`config.mk`:
```
export PLATFORM = sky130hd
export DESIGN_NAME = mux_amp_scan_control
export DESIGN_NICKNAME = d
export VERILOG_FILES = /design/src/verilog/mux_amp_scan_pkg.sv /design/src/verilog/mux_amp_scan_control.sv
export VERILOG_INCLUDE_DIRS = /design/src /design/src/verilog
export SDC_FILE = /design/constraint.sdc
export NUM_CORES = 1
export LEC_CHECK = 0
export ABC_AREA = 1
export BUFFER_PORTS_ARGS = -buffer_cell sky130_fd_sc_hd__buf_4
export CAP_MARGIN = 20
export CORE_MARGIN = 3
export CORE_UTILIZATION = 30
export CTS_BUF_LIST = sky130_fd_sc_hd__clkbuf_4 sky130_fd_sc_hd__clkbuf_8
export DETAILED_ROUTE_END_ITERATION = 10
export PLACE_DENSITY = 0.51
export SLEW_MARGIN = 20
export SYNTH_ARGS = -nofsm -noshare
export SYNTH_HDL_FRONTEND = slang
export SYNTH_SLANG_ARGS = --single-unit
```
`constraint.sdc`:
```
create_clock -name clk_i -period 5.1 [get_ports clk_i]
set_input_delay 1.02 -clock clk_i [delete_from_list [all_inputs] [get_ports clk_i]]
set_output_delay 1.02 -clock clk_i [all_outputs]
set_load 0.02 [all_outputs]
```
`src/verilog/mux_amp_scan_regs.svh`:
```
// Register map, field positions, reset values and timing counts of the scan control.
// Assumes inclusion by bare name from the design file; holds definitions only.
//
// Functional notes
// - Each read of addresses 0 to 7, and each write except to 0 and 2, is decoded to exactly one register by its address; addresses 8 to 15 reach none.
// - A read-only identification register returns a fixed code for this module type.
// - Configuration selects scanning mode and rear connector output connection.
// - Each of 32 channels has its own gain bit: unity or one hundred.
// - Channel register names single channel or the start channel of a scan.
// - Status shows whether channels have settled after a gain change.
// - A register gives the controller access to the calibration memory.
// - Logic sequences scanning, sensor selection and gain application automatically.
// - Thirty-two channels and cold-junction sensor share one mux, one source at once.
`ifndef MUX_AMP_SCAN_REGS_SVH
`define MUX_AMP_SCAN_REGS_SVH

// ----------------------------------------------------------------------------
// Register offsets
// ----------------------------------------------------------------------------
`define REG_IDENT 4'h0
`define REG_CONFIG 4'h1
`define REG_STATUS 4'h2
`define REG_CALMEM 4'h3
`define REG_GAIN 4'h4
`define REG_CHANNEL 4'h5
`define REG_IRQ_STAT 4'h6
`define REG_IRQ_MASK 4'h7

// ----------------------------------------------------------------------------
// Fields and reset values
// ----------------------------------------------------------------------------
`define CFG_SCAN_BIT 0
`define CFG_REAR_BIT 1
`define ST_SETTLED_BIT 0
`define ST_SCANNING_BIT 1
`define IRQ_SETTLED_BIT 0
`define IRQ_WRAP_BIT 1
`define CALMEM_DATA_MSB 7
`define CALMEM_SDA_BIT 8
`define CALMEM_SCL_BIT 9
`define CALMEM_CS_BIT 10
`define CFG_RESET 2'h0
`define GAIN_RESET 32'h0000_0000
`define CHAN_RESET 6'h00
`define CJ_SOURCE 6'h20

// ----------------------------------------------------------------------------
// Timing
// ----------------------------------------------------------------------------
`define CLK_PERIOD_NS 10
`define SETTLE_TIME_S 3
// Cycles per second are worked out first so the product stays inside a 32-bit int.
`define SETTLE_CYCLES (`SETTLE_TIME_S * (1000000000 / `CLK_PERIOD_NS))

`endif

```
`src/verilog/mux_amp_scan_pkg.sv`:
```
// Types shared by the scan control logic.
// Assumes nothing beyond a SystemVerilog compiler.
package mux_amp_scan_pkg;

   // Register bus request from the controlling module.
   typedef struct packed {
      logic [3:0] addr;
      logic [31:0] wdata;
      logic wr;
      logic rd;
   } bus_req_s;

   // Calibration memory serial pins.
   typedef struct packed {
      logic cs;
      logic scl;
      logic sda_o;
      logic sda_oe;
   } calmem_s;

   // Settle state machine, Gray coded.
   typedef enum logic [1:0] {
      ST_SETTLED = 2'b00,
      ST_WAITING = 2'b01
   } settle_e;

endpackage

```
`src/verilog/mux_amp_scan_control.sv`:
```
// Digital control of a 32-channel multiplexing amplifier: registers, mux steering, settling.
// Assumes a single 100 MHz clock, synchronous bus inputs and one-cycle strobes.
//
// The implementer's own choices: strobed register access and the register addresses.
`include "mux_amp_scan_regs.svh"

module mux_amp_scan_control #(
   parameter logic [7:0] IDENT_CODE = 8'h5A, // Arbitrary identification value.
   parameter int SETTLE_CYCLES = `SETTLE_CYCLES
) (
   // Clock and reset.
   input wire logic clk_i,
   input wire logic rstn_i,
   // Register port.
   input wire logic [3:0] addr_i,
   input wire logic [31:0] wdata_i,
   input wire logic wr_i,
   input wire logic rd_i,
   output logic [31:0] rdata_o,
   // Scan advance strobe from the controller.
   input wire logic advance_i,
   // Multiplexer and amplifier controls.
   output logic [5:0] mux_sel_o,
   output logic [31:0] gain_hi_o,
   output logic rear_connect_o,
   // Calibration memory pins.
   output logic calmem_cs_o,
   output logic calmem_scl_o,
   output logic calmem_sda_o,
   output logic calmem_sda_oe_o,
   input wire logic calmem_sda_i,
   // Interrupt.
   output logic irq_o
);

   // -------------------------------------------------------------------------
   // State
   // -------------------------------------------------------------------------
   mux_amp_scan_pkg::bus_req_s req;
   mux_amp_scan_pkg::calmem_s cal_q, cal_d;
   mux_amp_scan_pkg::settle_e settle_q, settle_d;
   logic [1:0] cfg_q, cfg_d;
   logic [31:0] gain_q, gain_d;
   logic [5:0] chan_q, chan_d;
   logic [5:0] mux_q, mux_d;
   logic [31:0] cnt_q, cnt_d;
   logic [1:0] irq_stat_q, irq_stat_d;
   logic [1:0] irq_mask_q, irq_mask_d;
   logic [31:0] rdata_q, rdata_d;
   logic irq_q, irq_d;
   logic sda_in_q;
   logic gain_change;
   logic settle_evt;
   logic wrap_evt;

   assign req = '{addr: addr_i, wdata: wdata_i, wr: wr_i, rd: rd_i};

   // -------------------------------------------------------------------------
   // Register writes and mux steering
   // -------------------------------------------------------------------------
   // Writes land in the register that the address names and no other.
   always_comb begin
      cfg_d = cfg_q;
      gain_d = gain_q;
      chan_d = chan_q;
      cal_d = cal_q;
      irq_mask_d = irq_mask_q;
      mux_d = mux_q;
      wrap_evt = 1'b0;
      if (req.wr) begin
         case (req.addr)
            `REG_CONFIG: cfg_d = req.wdata[1:0];
            `REG_GAIN: gain_d = req.wdata;
            `REG_CHANNEL: chan_d = req.wdata[5:0];
            `REG_CALMEM: begin
               cal_d.sda_o = req.wdata[`CALMEM_SDA_BIT];
               cal_d.scl = req.wdata[`CALMEM_SCL_BIT];
               cal_d.cs = req.wdata[`CALMEM_CS_BIT];
               cal_d.sda_oe = ~req.wdata[`CALMEM_SDA_BIT];
            end
            `REG_IRQ_MASK: irq_mask_d = req.wdata[1:0];
            default: ;
         endcase
      end
      if (chan_d > `CJ_SOURCE) begin
         chan_d = `CJ_SOURCE; // Out-of-range channel clamps to the sensor source.
      end
      // Channel write reloads the mux; scan advances wrap after the sensor.
      if (req.wr && req.addr == `REG_CHANNEL) begin
         mux_d = chan_d;
      end else if (cfg_q[`CFG_SCAN_BIT] && advance_i) begin
         if (mux_q == `CJ_SOURCE) begin
            mux_d = chan_q;
            wrap_evt = 1'b1;
         end else begin
            mux_d = mux_q + 6'h01;
         end
      end
   end

   // Register the control state.
   always_ff @(posedge clk_i) begin
      if (!rstn_i) begin
         cfg_q <= `CFG_RESET;
         gain_q <= `GAIN_RESET;
         chan_q <= `CHAN_RESET;
         mux_q <= `CHAN_RESET;
         cal_q <= '0;
         irq_mask_q <= 2'h0;
      end else begin
         cfg_q <= cfg_d;
         gain_q <= gain_d;
         chan_q <= chan_d;
         mux_q <= mux_d;
         cal_q <= cal_d;
         irq_mask_q <= irq_mask_d;
      end
   end

   // -------------------------------------------------------------------------
   // Settling timer
   // -------------------------------------------------------------------------
   // Only a write that alters a gain bit restarts the wait, so rewrites are harmless.
   assign gain_change = req.wr && req.addr == `REG_GAIN && req.wdata != gain_q;

   always_comb begin
      settle_d = settle_q;
      cnt_d = cnt_q;
      settle_evt = 1'b0;
      case (settle_q)
         mux_amp_scan_pkg::ST_SETTLED: begin
            if (gain_change) begin
               settle_d = mux_amp_scan_pkg::ST_WAITING;
               cnt_d = '0;
            end
         end
         mux_amp_scan_pkg::ST_WAITING: begin
            if (gain_change) begin
               cnt_d = '0;
            end else if (cnt_q == 32'(SETTLE_CYCLES - 1)) begin
               settle_d = mux_amp_scan_pkg::ST_SETTLED;
               settle_evt = 1'b1;
            end else begin
               cnt_d = cnt_q + 32'h1;
            end
         end
         default: settle_d = mux_amp_scan_pkg::ST_SETTLED;
      endcase
   end

   always_ff @(posedge clk_i) begin
      if (!rstn_i) begin
         settle_q <= mux_amp_scan_pkg::ST_SETTLED;
         cnt_q <= 32'h0;
      end else begin
         settle_q <= settle_d;
         cnt_q <= cnt_d;
      end
   end

   // -------------------------------------------------------------------------
   // Settle reference for the checks
   // -------------------------------------------------------------------------
   // A second count, kept apart from the timer, so the settle check is not the timer itself.
   logic [31:0] quiet_q, quiet_d;

   always_comb begin
      quiet_d = quiet_q;
      if (gain_change) begin
         quiet_d = 32'h0;
      end else if (quiet_q != 32'(SETTLE_CYCLES)) begin
         quiet_d = quiet_q + 32'h1; // Saturates at the settling interval.
      end
   end

   // Register the reference count; reset counts as already settled.
   always_ff @(posedge clk_i) begin
      if (!rstn_i) begin
         quiet_q <= 32'(SETTLE_CYCLES);
      end else begin
         quiet_q <= quiet_d;
      end
   end

   // -------------------------------------------------------------------------
   // Interrupts and read data
   // -------------------------------------------------------------------------
   // Events win over a write-one-to-clear in the same cycle.
   always_comb begin
      irq_stat_d = irq_stat_q;
      if (req.wr && req.addr == `REG_IRQ_STAT) begin
         irq_stat_d = irq_stat_q & ~req.wdata[1:0];
      end
      if (settle_evt) begin
         irq_stat_d[`IRQ_SETTLED_BIT] = 1'b1;
      end
      if (wrap_evt) begin
         irq_stat_d[`IRQ_WRAP_BIT] = 1'b1;
      end
      irq_d = |(irq_stat_d & irq_mask_d);
      rdata_d = 32'h0;
      if (req.rd) begin
         case (req.addr)
            `REG_IDENT: rdata_d = {24'h0, IDENT_CODE};
            `REG_CONFIG: rdata_d = {30'h0, cfg_q};
            `REG_STATUS: rdata_d = {30'h0, cfg_q[`CFG_SCAN_BIT],
               settle_q == mux_amp_scan_pkg::ST_SETTLED};
            `REG_CALMEM: rdata_d = {21'h0, cal_q.cs, cal_q.scl, cal_q.sda_o,
               7'h0, sda_in_q};
            `REG_GAIN: rdata_d = gain_q;
            `REG_CHANNEL: rdata_d = {26'h0, chan_q};
            `REG_IRQ_STAT: rdata_d = {30'h0, irq_stat_q};
            `REG_IRQ_MASK: rdata_d = {30'h0, irq_mask_q};
            default: rdata_d = 32'h0;
         endcase
      end
   end

   always_ff @(posedge clk_i) begin
      if (!rstn_i) begin
         irq_stat_q <= 2'h0;
         irq_q <= 1'b0;
         rdata_q <= 32'h0;
         sda_in_q <= 1'b0;
      end else begin
         irq_stat_q <= irq_stat_d;
         irq_q <= irq_d;
         rdata_q <= rdata_d;
         sda_in_q <= calmem_sda_i;
      end
   end

   // -------------------------------------------------------------------------
   // Outputs
   // -------------------------------------------------------------------------
   // Every output is a flip-flop; gain bits feed the amplifiers directly.
   assign rdata_o = rdata_q;
   assign mux_sel_o = mux_q;
   assign gain_hi_o = gain_q;
   assign rear_connect_o = cfg_q[`CFG_REAR_BIT];
   assign calmem_cs_o = cal_q.cs;
   assign calmem_scl_o = cal_q.scl;
   assign calmem_sda_o = cal_q.sda_o;
   assign calmem_sda_oe_o = cal_q.sda_oe;
   assign irq_o = irq_q;

   // -------------------------------------------------------------------------
   // Checks
   // -------------------------------------------------------------------------
   ident_read_a: assert property (@(posedge clk_i) disable iff (!rstn_i)
      rd_i && addr_i == `REG_IDENT |=> rdata_o == {24'h0, IDENT_CODE})
      else $error("identification read wrong");
   gain_store_a: assert property (@(posedge clk_i) disable iff (!rstn_i)
      wr_i && addr_i == `REG_GAIN |=> gain_hi_o == $past(wdata_i))
      else $error("gain write not applied");
   chan_load_a: assert property (@(posedge clk_i) disable iff (!rstn_i)
      wr_i && addr_i == `REG_CHANNEL && wdata_i[5:0] <= 6'h20
      |=> mux_sel_o == $past(wdata_i[5:0]))
      else $error("channel write not routed");
   mux_range_a: assert property (@(posedge clk_i) disable iff (!rstn_i)
      mux_sel_o <= 6'h20)
      else $error("mux select out of range");
   scan_step_a: assert property (@(posedge clk_i) disable iff (!rstn_i)
      cfg_q[0] && advance_i && !wr_i && mux_sel_o < 6'h20
      |=> mux_sel_o == $past(mux_sel_o) + 6'h01)
      else $error("scan did not advance");
   single_hold_a: assert property (@(posedge clk_i) disable iff (!rstn_i)
      !cfg_q[0] && !wr_i |=> $stable(mux_sel_o))
      else $error("mux moved outside scan");
   settle_clear_a: assert property (@(posedge clk_i) disable iff (!rstn_i)
      gain_change |=> settle_q == mux_amp_scan_pkg::ST_WAITING)
      else $error("gain change kept settled");
   status_read_a: assert property (@(posedge clk_i) disable iff (!rstn_i)
      rd_i && addr_i == `REG_STATUS
      |=> rdata_o[0] == ($past(settle_q) == mux_amp_scan_pkg::ST_SETTLED))
      else $error("status read wrong");
   rear_cfg_a: assert property (@(posedge clk_i) disable iff (!rstn_i)
      wr_i && addr_i == `REG_CONFIG |=> rear_connect_o == $past(wdata_i[1]))
      else $error("rear connection not set");
   cal_pins_a: assert property (@(posedge clk_i) disable iff (!rstn_i)
      wr_i && addr_i == `REG_CALMEM |=> calmem_scl_o == $past(wdata_i[9]))
      else $error("calibration clock not driven");
   decode_one_a: assert property (@(posedge clk_i) disable iff (!rstn_i)
      wr_i && addr_i != `REG_GAIN |=> $stable(gain_hi_o))
      else $error("write reached wrong register");
   // Settling against the reference count, scan wrap, interrupt flags, idle read data, channel clamp, data drive and rear hold.
   settle_track_a: assert property (@(posedge clk_i) disable iff (!rstn_i)
      (settle_q == mux_amp_scan_pkg::ST_SETTLED) == (quiet_q == 32'(SETTLE_CYCLES)))
      else $error("settled flag disagrees with quiet time");
   scan_wrap_a: assert property (@(posedge clk_i) disable iff (!rstn_i)
      cfg_q[0] && advance_i && !wr_i && mux_sel_o == 6'h20 |=> mux_sel_o == $past(chan_q))
      else $error("scan did not wrap to start");
   wrap_flag_a: assert property (@(posedge clk_i) disable iff (!rstn_i)
      cfg_q[0] && advance_i && !wr_i && mux_sel_o == 6'h20 |=> irq_stat_q[1])
      else $error("scan wrap not flagged");
   settle_flag_a: assert property (@(posedge clk_i) disable iff (!rstn_i)
      settle_evt |=> irq_stat_q[0] && settle_q == mux_amp_scan_pkg::ST_SETTLED)
      else $error("settle event not flagged");
   status_clear_a: assert property (@(posedge clk_i) disable iff (!rstn_i)
      wr_i && addr_i == `REG_IRQ_STAT && wdata_i[0] && !settle_evt |=> !irq_stat_q[0])
      else $error("settle flag not cleared");
   irq_level_a: assert property (@(posedge clk_i) disable iff (!rstn_i)
      irq_o == |(irq_stat_q & irq_mask_q))
      else $error("interrupt level wrong");
   rdata_idle_a: assert property (@(posedge clk_i) disable iff (!rstn_i)
      !rd_i |=> rdata_o == 32'h0)
      else $error("read data outside read cycle");
   chan_clamp_a: assert property (@(posedge clk_i) disable iff (!rstn_i)
      wr_i && addr_i == `REG_CHANNEL && wdata_i[5:0] > 6'h20 |=> mux_sel_o == 6'h20)
      else $error("channel not clamped to sensor");
   cal_drive_a: assert property (@(posedge clk_i) disable iff (!rstn_i)
      calmem_sda_oe_o |-> !calmem_sda_o)
      else $error("calibration data driven high");
   rear_hold_a: assert property (@(posedge clk_i) disable iff (!rstn_i)
      wr_i && addr_i != `REG_CONFIG |=> $stable(rear_connect_o))
      else $error("rear connection changed by other write");

endmodule // mux_amp_scan_control

```
==> metrics.yaml, run 1 <==
outcome:
  status: "complete, no violations"
critical_path:
  critical_path_class: "primary input to flop"
  ff2ff_path_depth: 10
  cp_max_fo: 46
  cp-end-kind: "flop"
  start_kind: "primary input"
  arrival_ps: 2940
  critical_path_required_ps: 5490
place:
  gp_congestion: 0.859
  hpwlAfterDp_mm: 13.4
  pre_cts_ws_ps: 2050
  io_buffers: 117
  post-place-cells: 1216
clock_tree:
  cts.sinks: 121
  htree_num_levels: 4
  clock_latency_ps: 450
  root_buffer: "clkbuf_8"
  cts_max_path_buffers: 2
  ctsHoldBuffers: 0
  cts_tree: "done"
  clkTransAtPathRegs_ps: 80
  post-cts-setup-buffers: 0
  cts_resized: 0
  cts-buffers-inserted: 17
global_routing:
  antenna_found_initial: 0
  grt_start_max_net_pins: 62
  gr-usage-all-layers_pct: 17.5
  grt_pass1_wl_mm: 30.7
  grt_pass1_vias: 5695
  grt.overflow.total: 0
sta:
  worst_slack_ps: 2550
  slew_viol_final: 0
  whs_ps: 477
  tns_ps: 0
  skew_ps: 16.1
  max_slew_margin_pct: 44.7
  hold_viol_final: 0
  rsz0062_at_grt: "false"
  fin_crit_sh_pct: 50.0
  setup_violations: 0
  tightestPinTransition_ps: 825
  period_minus_slack_ps: 2550
  clock.fmax_mhz: 392
cells_and_area:
  drive_above_1_share_pct: 18.3
  nFillCells: 2168
  layout.nets: 1016
  area_delta_synth_final_pct: 25.5
  stdcell_count: 1249
  n_antenna_cell: 0
logic_synthesis:
  syn-num-nets: 907
  synth_area_leaders: "dfxtp_1 (40%), nand2_1 (10%), inv_1 (6.2%)"
  netlist.top_cell.by_area: "dfxtp_1"
  synthMostInstantiatedCell: "nand2_1"
  synth_commonest_cells: "nand2_1 (169), dfxtp_1 (121), inv_1 (100)"
  synth_ff_type: "dfxtp_1"
  avgSynthCellArea_um2: 7.02
  yosysSeqAreaShare_pct: 40.0
  syn_area_um2: 6050
  synth_seq_cells: 121
  yosysTopAreaCellShare_pct: 40.0
  yosys_warnings: 0
  synth-edff-count: 0
  synth-async-reset-ratio_pct: 0
  ys_types: 38
  synthCells: 862
job:
  cap_violations: 0
floorplan:
  die_area_um2: 21900
  rows: 51
  ioPinCount: 118
  die_height_um: 148
  start_util_pct: 30.8
  core_um2: 19700
  dieWidth_um: 148
power:
  leakage_uw: 0.00302
  ir_worst_vdd_mv: 0.155
  p_total_uw: 2100
  p_per_area_nw_per_um2: 277
drt:
  avgViaCountPerCell: 4.69
  vias: 5859
  wirelength_mm: 18.8
  drc: 0
  wl_per_cell_um: 15.1
  ant_nets: 0
  drt-initial-drc-count: 283
  firstDrtPassIters: 8
hold_path:
  min_path_type: "flop to flop"
  whs_path_depth: 2
metal layers:
layer / routed length [um] / track usage [%]
met1: 8760 / 23.0
met2: 8560 / 27.1
met3: 1210 / 5.58
met4: 299 / 6.14
met5: 0 / 0
layout make-up:
class	count	area (um2)	area share (%)
Sequential cell	121	2420	31.9
Clock inverter	13	193	2.54
Multi-Input combinational cell	602	3040	40.1
Clock buffer	19	255	3.36
Tap cell	265	332	4.37
Inverter	104	390	5.14
Timing Repair Buffer	125	958	12.6
state kept, by name, summed over array words and instances, names as in the netlist, 2 cells and up:
signal      flops
gain_hi_o      32
irq_mask_q      2
chan_q          6
cnt_q          32
irq_stat_q      2
rdata_o        32
mux_sel_o       6
cfg_q           2
logic make-up (layout without fill, tap and decap cells):
family | count (synthesis) | count (layout) | share of synthesized area [%]
flip-flops | 121 | 121 | 40.0
XOR/XNOR | 42 | 42 | 6.08
AO/OA/AOI/OAI | 151 | 151 | 13.5
buffers and inverters | 139 | 261 | 9.68
AND/OR/NAND/NOR | 406 | 406 | 30.1
adder cells (fa/ha/maj) | 3 | 3 | 0.621
stage by stage:
step	instance area [um2]	util, %
after CTS	7570	38.5
after floorplan	6050	-
after global placement	7120	36.2
after detailed placement	7120	36.2
after global routing	7590	38.6
final	7590	38.6
final timing paths:
check | from | end | slack [ps]
hold reg to reg | calmem_sda_oe_o | calmem_sda_oe_o | 480
setup / recovery | rstn_i | irq_o | 2550
setup reg to reg | cnt_q[0] | cnt_q[16] | 2810
hold / removal | calmem_sda_oe_o | calmem_sda_oe_o | 480
where the power goes:
| group | switching, uW | leakage (uW) | internal [uW] | total (uW) |
|---|---|---|---|---|
| Clock | 428 | 0.000220 | 556 | 984 |
| Combinational | 91.4 | 0.00183 | 59.9 | 151 |
| Sequential | 10.6 | 0.000977 | 955 | 965 |
cell usage in the layout (no fill, tap or decap), types with 2 or more instances in the layout:
cell        netlist  layout
clkinv_4          0       4
clkinv_1          2       2
buf_4             0     124
o21ai_2           2       2
nand4_1          32      32
dfxtp_1         121     121
a21oi_1          68      68
nand2_2           4       5
o21ai_1           5       5
nor3_2            2       2
o211ai_1          2       2
nand3b_1          4       4
xor2_1           13      13
inv_2             2       2
a211oi_1          2       2
a21o_1            2       2
a31oi_1           6       6
xnor2_1          29      29
nand3_1          61      61
a221oi_1          3       3
ha_1              3       3
nor2_4            2       2
nor3_1           39      39
nand2_1         169     168
nand2_4           3       3
clkbuf_8          0      18
nor2_1           84      84
a21oi_2           2       2
bufinv_16         0       4
o21ai_0          56      56
clkinvlp_4        0       2
nor2_2            4       4
inv_6             0       2
inv_1           100     100
critical path, cell delays in order:
cell and delay (ps):
buf_4 410, clkinv_1 820, a211oi_1 540, nand2_1 90, nand2_1 60
Power figures use the tool's default switching activity.
==> run 2, diff against run 1 <==
Settings changed: PLACE_DENSITY 0.51 to 0.52.
Clock period 5.1 ns to 2.05 ns, I/O delays scaled along.
==> run 2 against run 1 <==
Net effect:
- first-iteration DRC count increased by 19%
- worst setup slack worse by 2300 ps
- core utilization rose by 0.59 points
- clock power is 100% higher
- critical path type is now flop to flop
- sequential share of layout area is 0.48 points lower
- clock-buffer cell count stayed put
- global-route usage shrank 0.076 points
==> metrics.yaml, run 2 (synthesized netlist as in run 1, its figures left out) <==
global_routing:
  grt_pass1_wl_mm: 30.3  # -1.0%
  gr-usage-all-layers_pct: 17.4  # -0.076 points
  met1_usage_pct: 23.1  # +0.099 points
  grt_pass1_vias: 5687  # -0.14%
  antenna_found_initial: 0  # unchanged
  grt.busiest_layer: "met2"
  use_met3_pct: 6.44  # +0.86 points
  grt.overflow.total: 0  # unchanged
  grt_start_max_net_pins: 39  # -37%
  met2_usage_pct: 26.6  # -0.55 points
clock_tree:
  htree_num_levels: 4  # unchanged
  ctsHoldBuffers: 0  # unchanged
  cts-buffers-inserted: 17  # unchanged
  cts.sinks: 121  # unchanged
  cts_tree: "done"
  cts_max_path_buffers: 2  # unchanged
  cts_resized: 0  # unchanged
  root_buffer: "clkbuf_8"
  clkTransAtPathRegs_ps: 80  # about the same
  clock_latency_ps: 460  # about the same
  post-cts-setup-buffers: 0  # unchanged
place:
  gp_congestion: 0.852  # -0.82%
  io_buffers: 117  # unchanged
  hpwlAfterDp_mm: 14.0  # +4.5%
  post-place-cells: 1243  # +2.2%
cells_and_area:
  layout_common_cells: "nand2_1 (168), buf_4 (148), dfxtp_1 (121)"
  layout.nets: 1042  # +2.6%
  drive_above_1_share_pct: 20.4  # +2.1 points
  stdcell_count: 1275  # +2.1%
  area_delta_synth_final_pct: 27.5
  n_antenna_cell: 0  # unchanged
  layout_commonest_cell: "nand2_1"
drt:
  ant_nets: 0  # unchanged
  drt-initial-drc-count: 338  # +19%
  avgViaCountPerCell: 4.70  # +0.12%
  firstDrtPassIters: 5  # -3
  vias: 5988  # +2.2%
  drc: 0  # unchanged
  wl_per_cell_um: 14.8  # -1.6%
  wirelength_mm: 18.9  # +0.42%
critical_path:
  crit_top_cell: "nand2_1"
  critical-path-max-stage-delay_ps: 450  # -370 ps
  critical_path_class: "flop to flop"
  crit_path_top_delay_cell: "dfxtp_1"
  cp_max_fo: 32  # -30%
  critical_path_required_ps: 2440  # -3050 ps
  path_buf_inv: 1  # -1
  arrival_ps: 2200  # -740 ps
  crit_chain: "xnor2_1 -> nand2_1 -> nor2_1 -> nand2_1 -> nor2_1 -> nand2_1 -> nand2_2 -> buf_12 -> nand4_1 -> a21oi_1"
  cp-end-kind: "flop"
  start_kind: "flop"
  critPathTopFamily: "simple AND/OR/NAND/NOR gates"
hold_path:
  min_path_type: "primary input to flop"
sta:
  skew_ps: 21.0  # +4.91 ps
  max_slew_margin_pct: 67.9  # +23 points
  hold_viol_final: 0  # unchanged
  tns_ps: 0  # unchanged
  setup_violations: 0  # unchanged
  rsz0062_at_grt: "false"
  fin_crit_sh_pct: 88.5
  period_minus_slack_ps: 1810
  tightestPinTransition_ps: 481  # -344 ps
  clock.fmax_mhz: 551
  slew_viol_final: 0  # unchanged
floorplan:
  rows: 51  # unchanged
  ioPinCount: 118  # unchanged
  die_height_um: 148  # unchanged
  dieWidth_um: 148  # unchanged
  die_area_um2: 21900  # unchanged
  core_um2: 19700  # unchanged
  start_util_pct: 30.8  # unchanged
power:
  p_per_area_nw_per_um2: 619  # +120%
  ir_worst_vdd_mv: 0.336  # +120%
  leakage_uw: 0.00312  # +3.1%
outcome:
  status: "complete, no violations"
job:
  cap_violations: 0  # unchanged
[run 2: cell types whose count changed in the layout (fill, tap and decap cells not counted)]
cell and change:
clkinv_2 +3, clkinv_4 -2, buf_4 +24, buf_16 -1
inv_6 +2, bufinv_16 -4, buf_12 +3, clkinvlp_4 +1
[run 2: worst paths after layout]
path / start / endpoint / slack (ps) / depth (start not counted)
max: gain_hi_o[10] / cnt_q[15] / 240 / 10
min: calmem_sda_i / sda_in_q / 170 / 3
max reg2reg: gain_hi_o[10] / cnt_q[15] / 240 / 10
min reg2reg: calmem_sda_oe_o / calmem_sda_oe_o / 470 / 2
[run 2: tightest hold or removal path, delay by kind of cell]
kind / cells / cell delay, ps
buffers and inverters: 2 / 130
and+or+nand+nor: 1 / 50
[run 2: final cells by class]
| type | instances | area [um2] |
|---|---|---|
| clock buffers | 19 | 255 |
| clock inverters | 13 | 95.1 |
| fillers | 2118 | 11900 |
| inverters | 104 | 390 |
| multi-input cells | 602 | 3040 |
| flip-flops and latches | 121 | 2420 |
| well taps | 265 | 332 |
| repair buffers | 151 | 1170 |
[run 2: metrics by stage]
stage,total power (uW),worst slack [ps],hold slack (ps),cell area [um2],utilization [%]
after floorplan,2660,334,443,6050,-
after global placement,2850,125,467,7360,37.4
after detailed placement,2850,75.7,463,7360,37.4
after CTS,4820,228,151,7710,39.2
after global routing,4980,7.47,170,7710,39.2
final,4770,237,168,7710,39.2
[run 2: report_power, final]
| part | leakage [uW] | internal [uW] | switching, uW |
|---|---|---|---|
| logic | 0.00197 | 164 | 233 |
| clock network | 0.000176 | 888 | 1080 |
| registers | 0.000977 | 2380 | 24.7 |
[run 2: layer usage]
layer  part of all wire, %  vias up
met5                     0        -
met1                    47     2731
met2                    45      142
met3                   7.6       15
met4                   1.3        0
li1                      -     3100
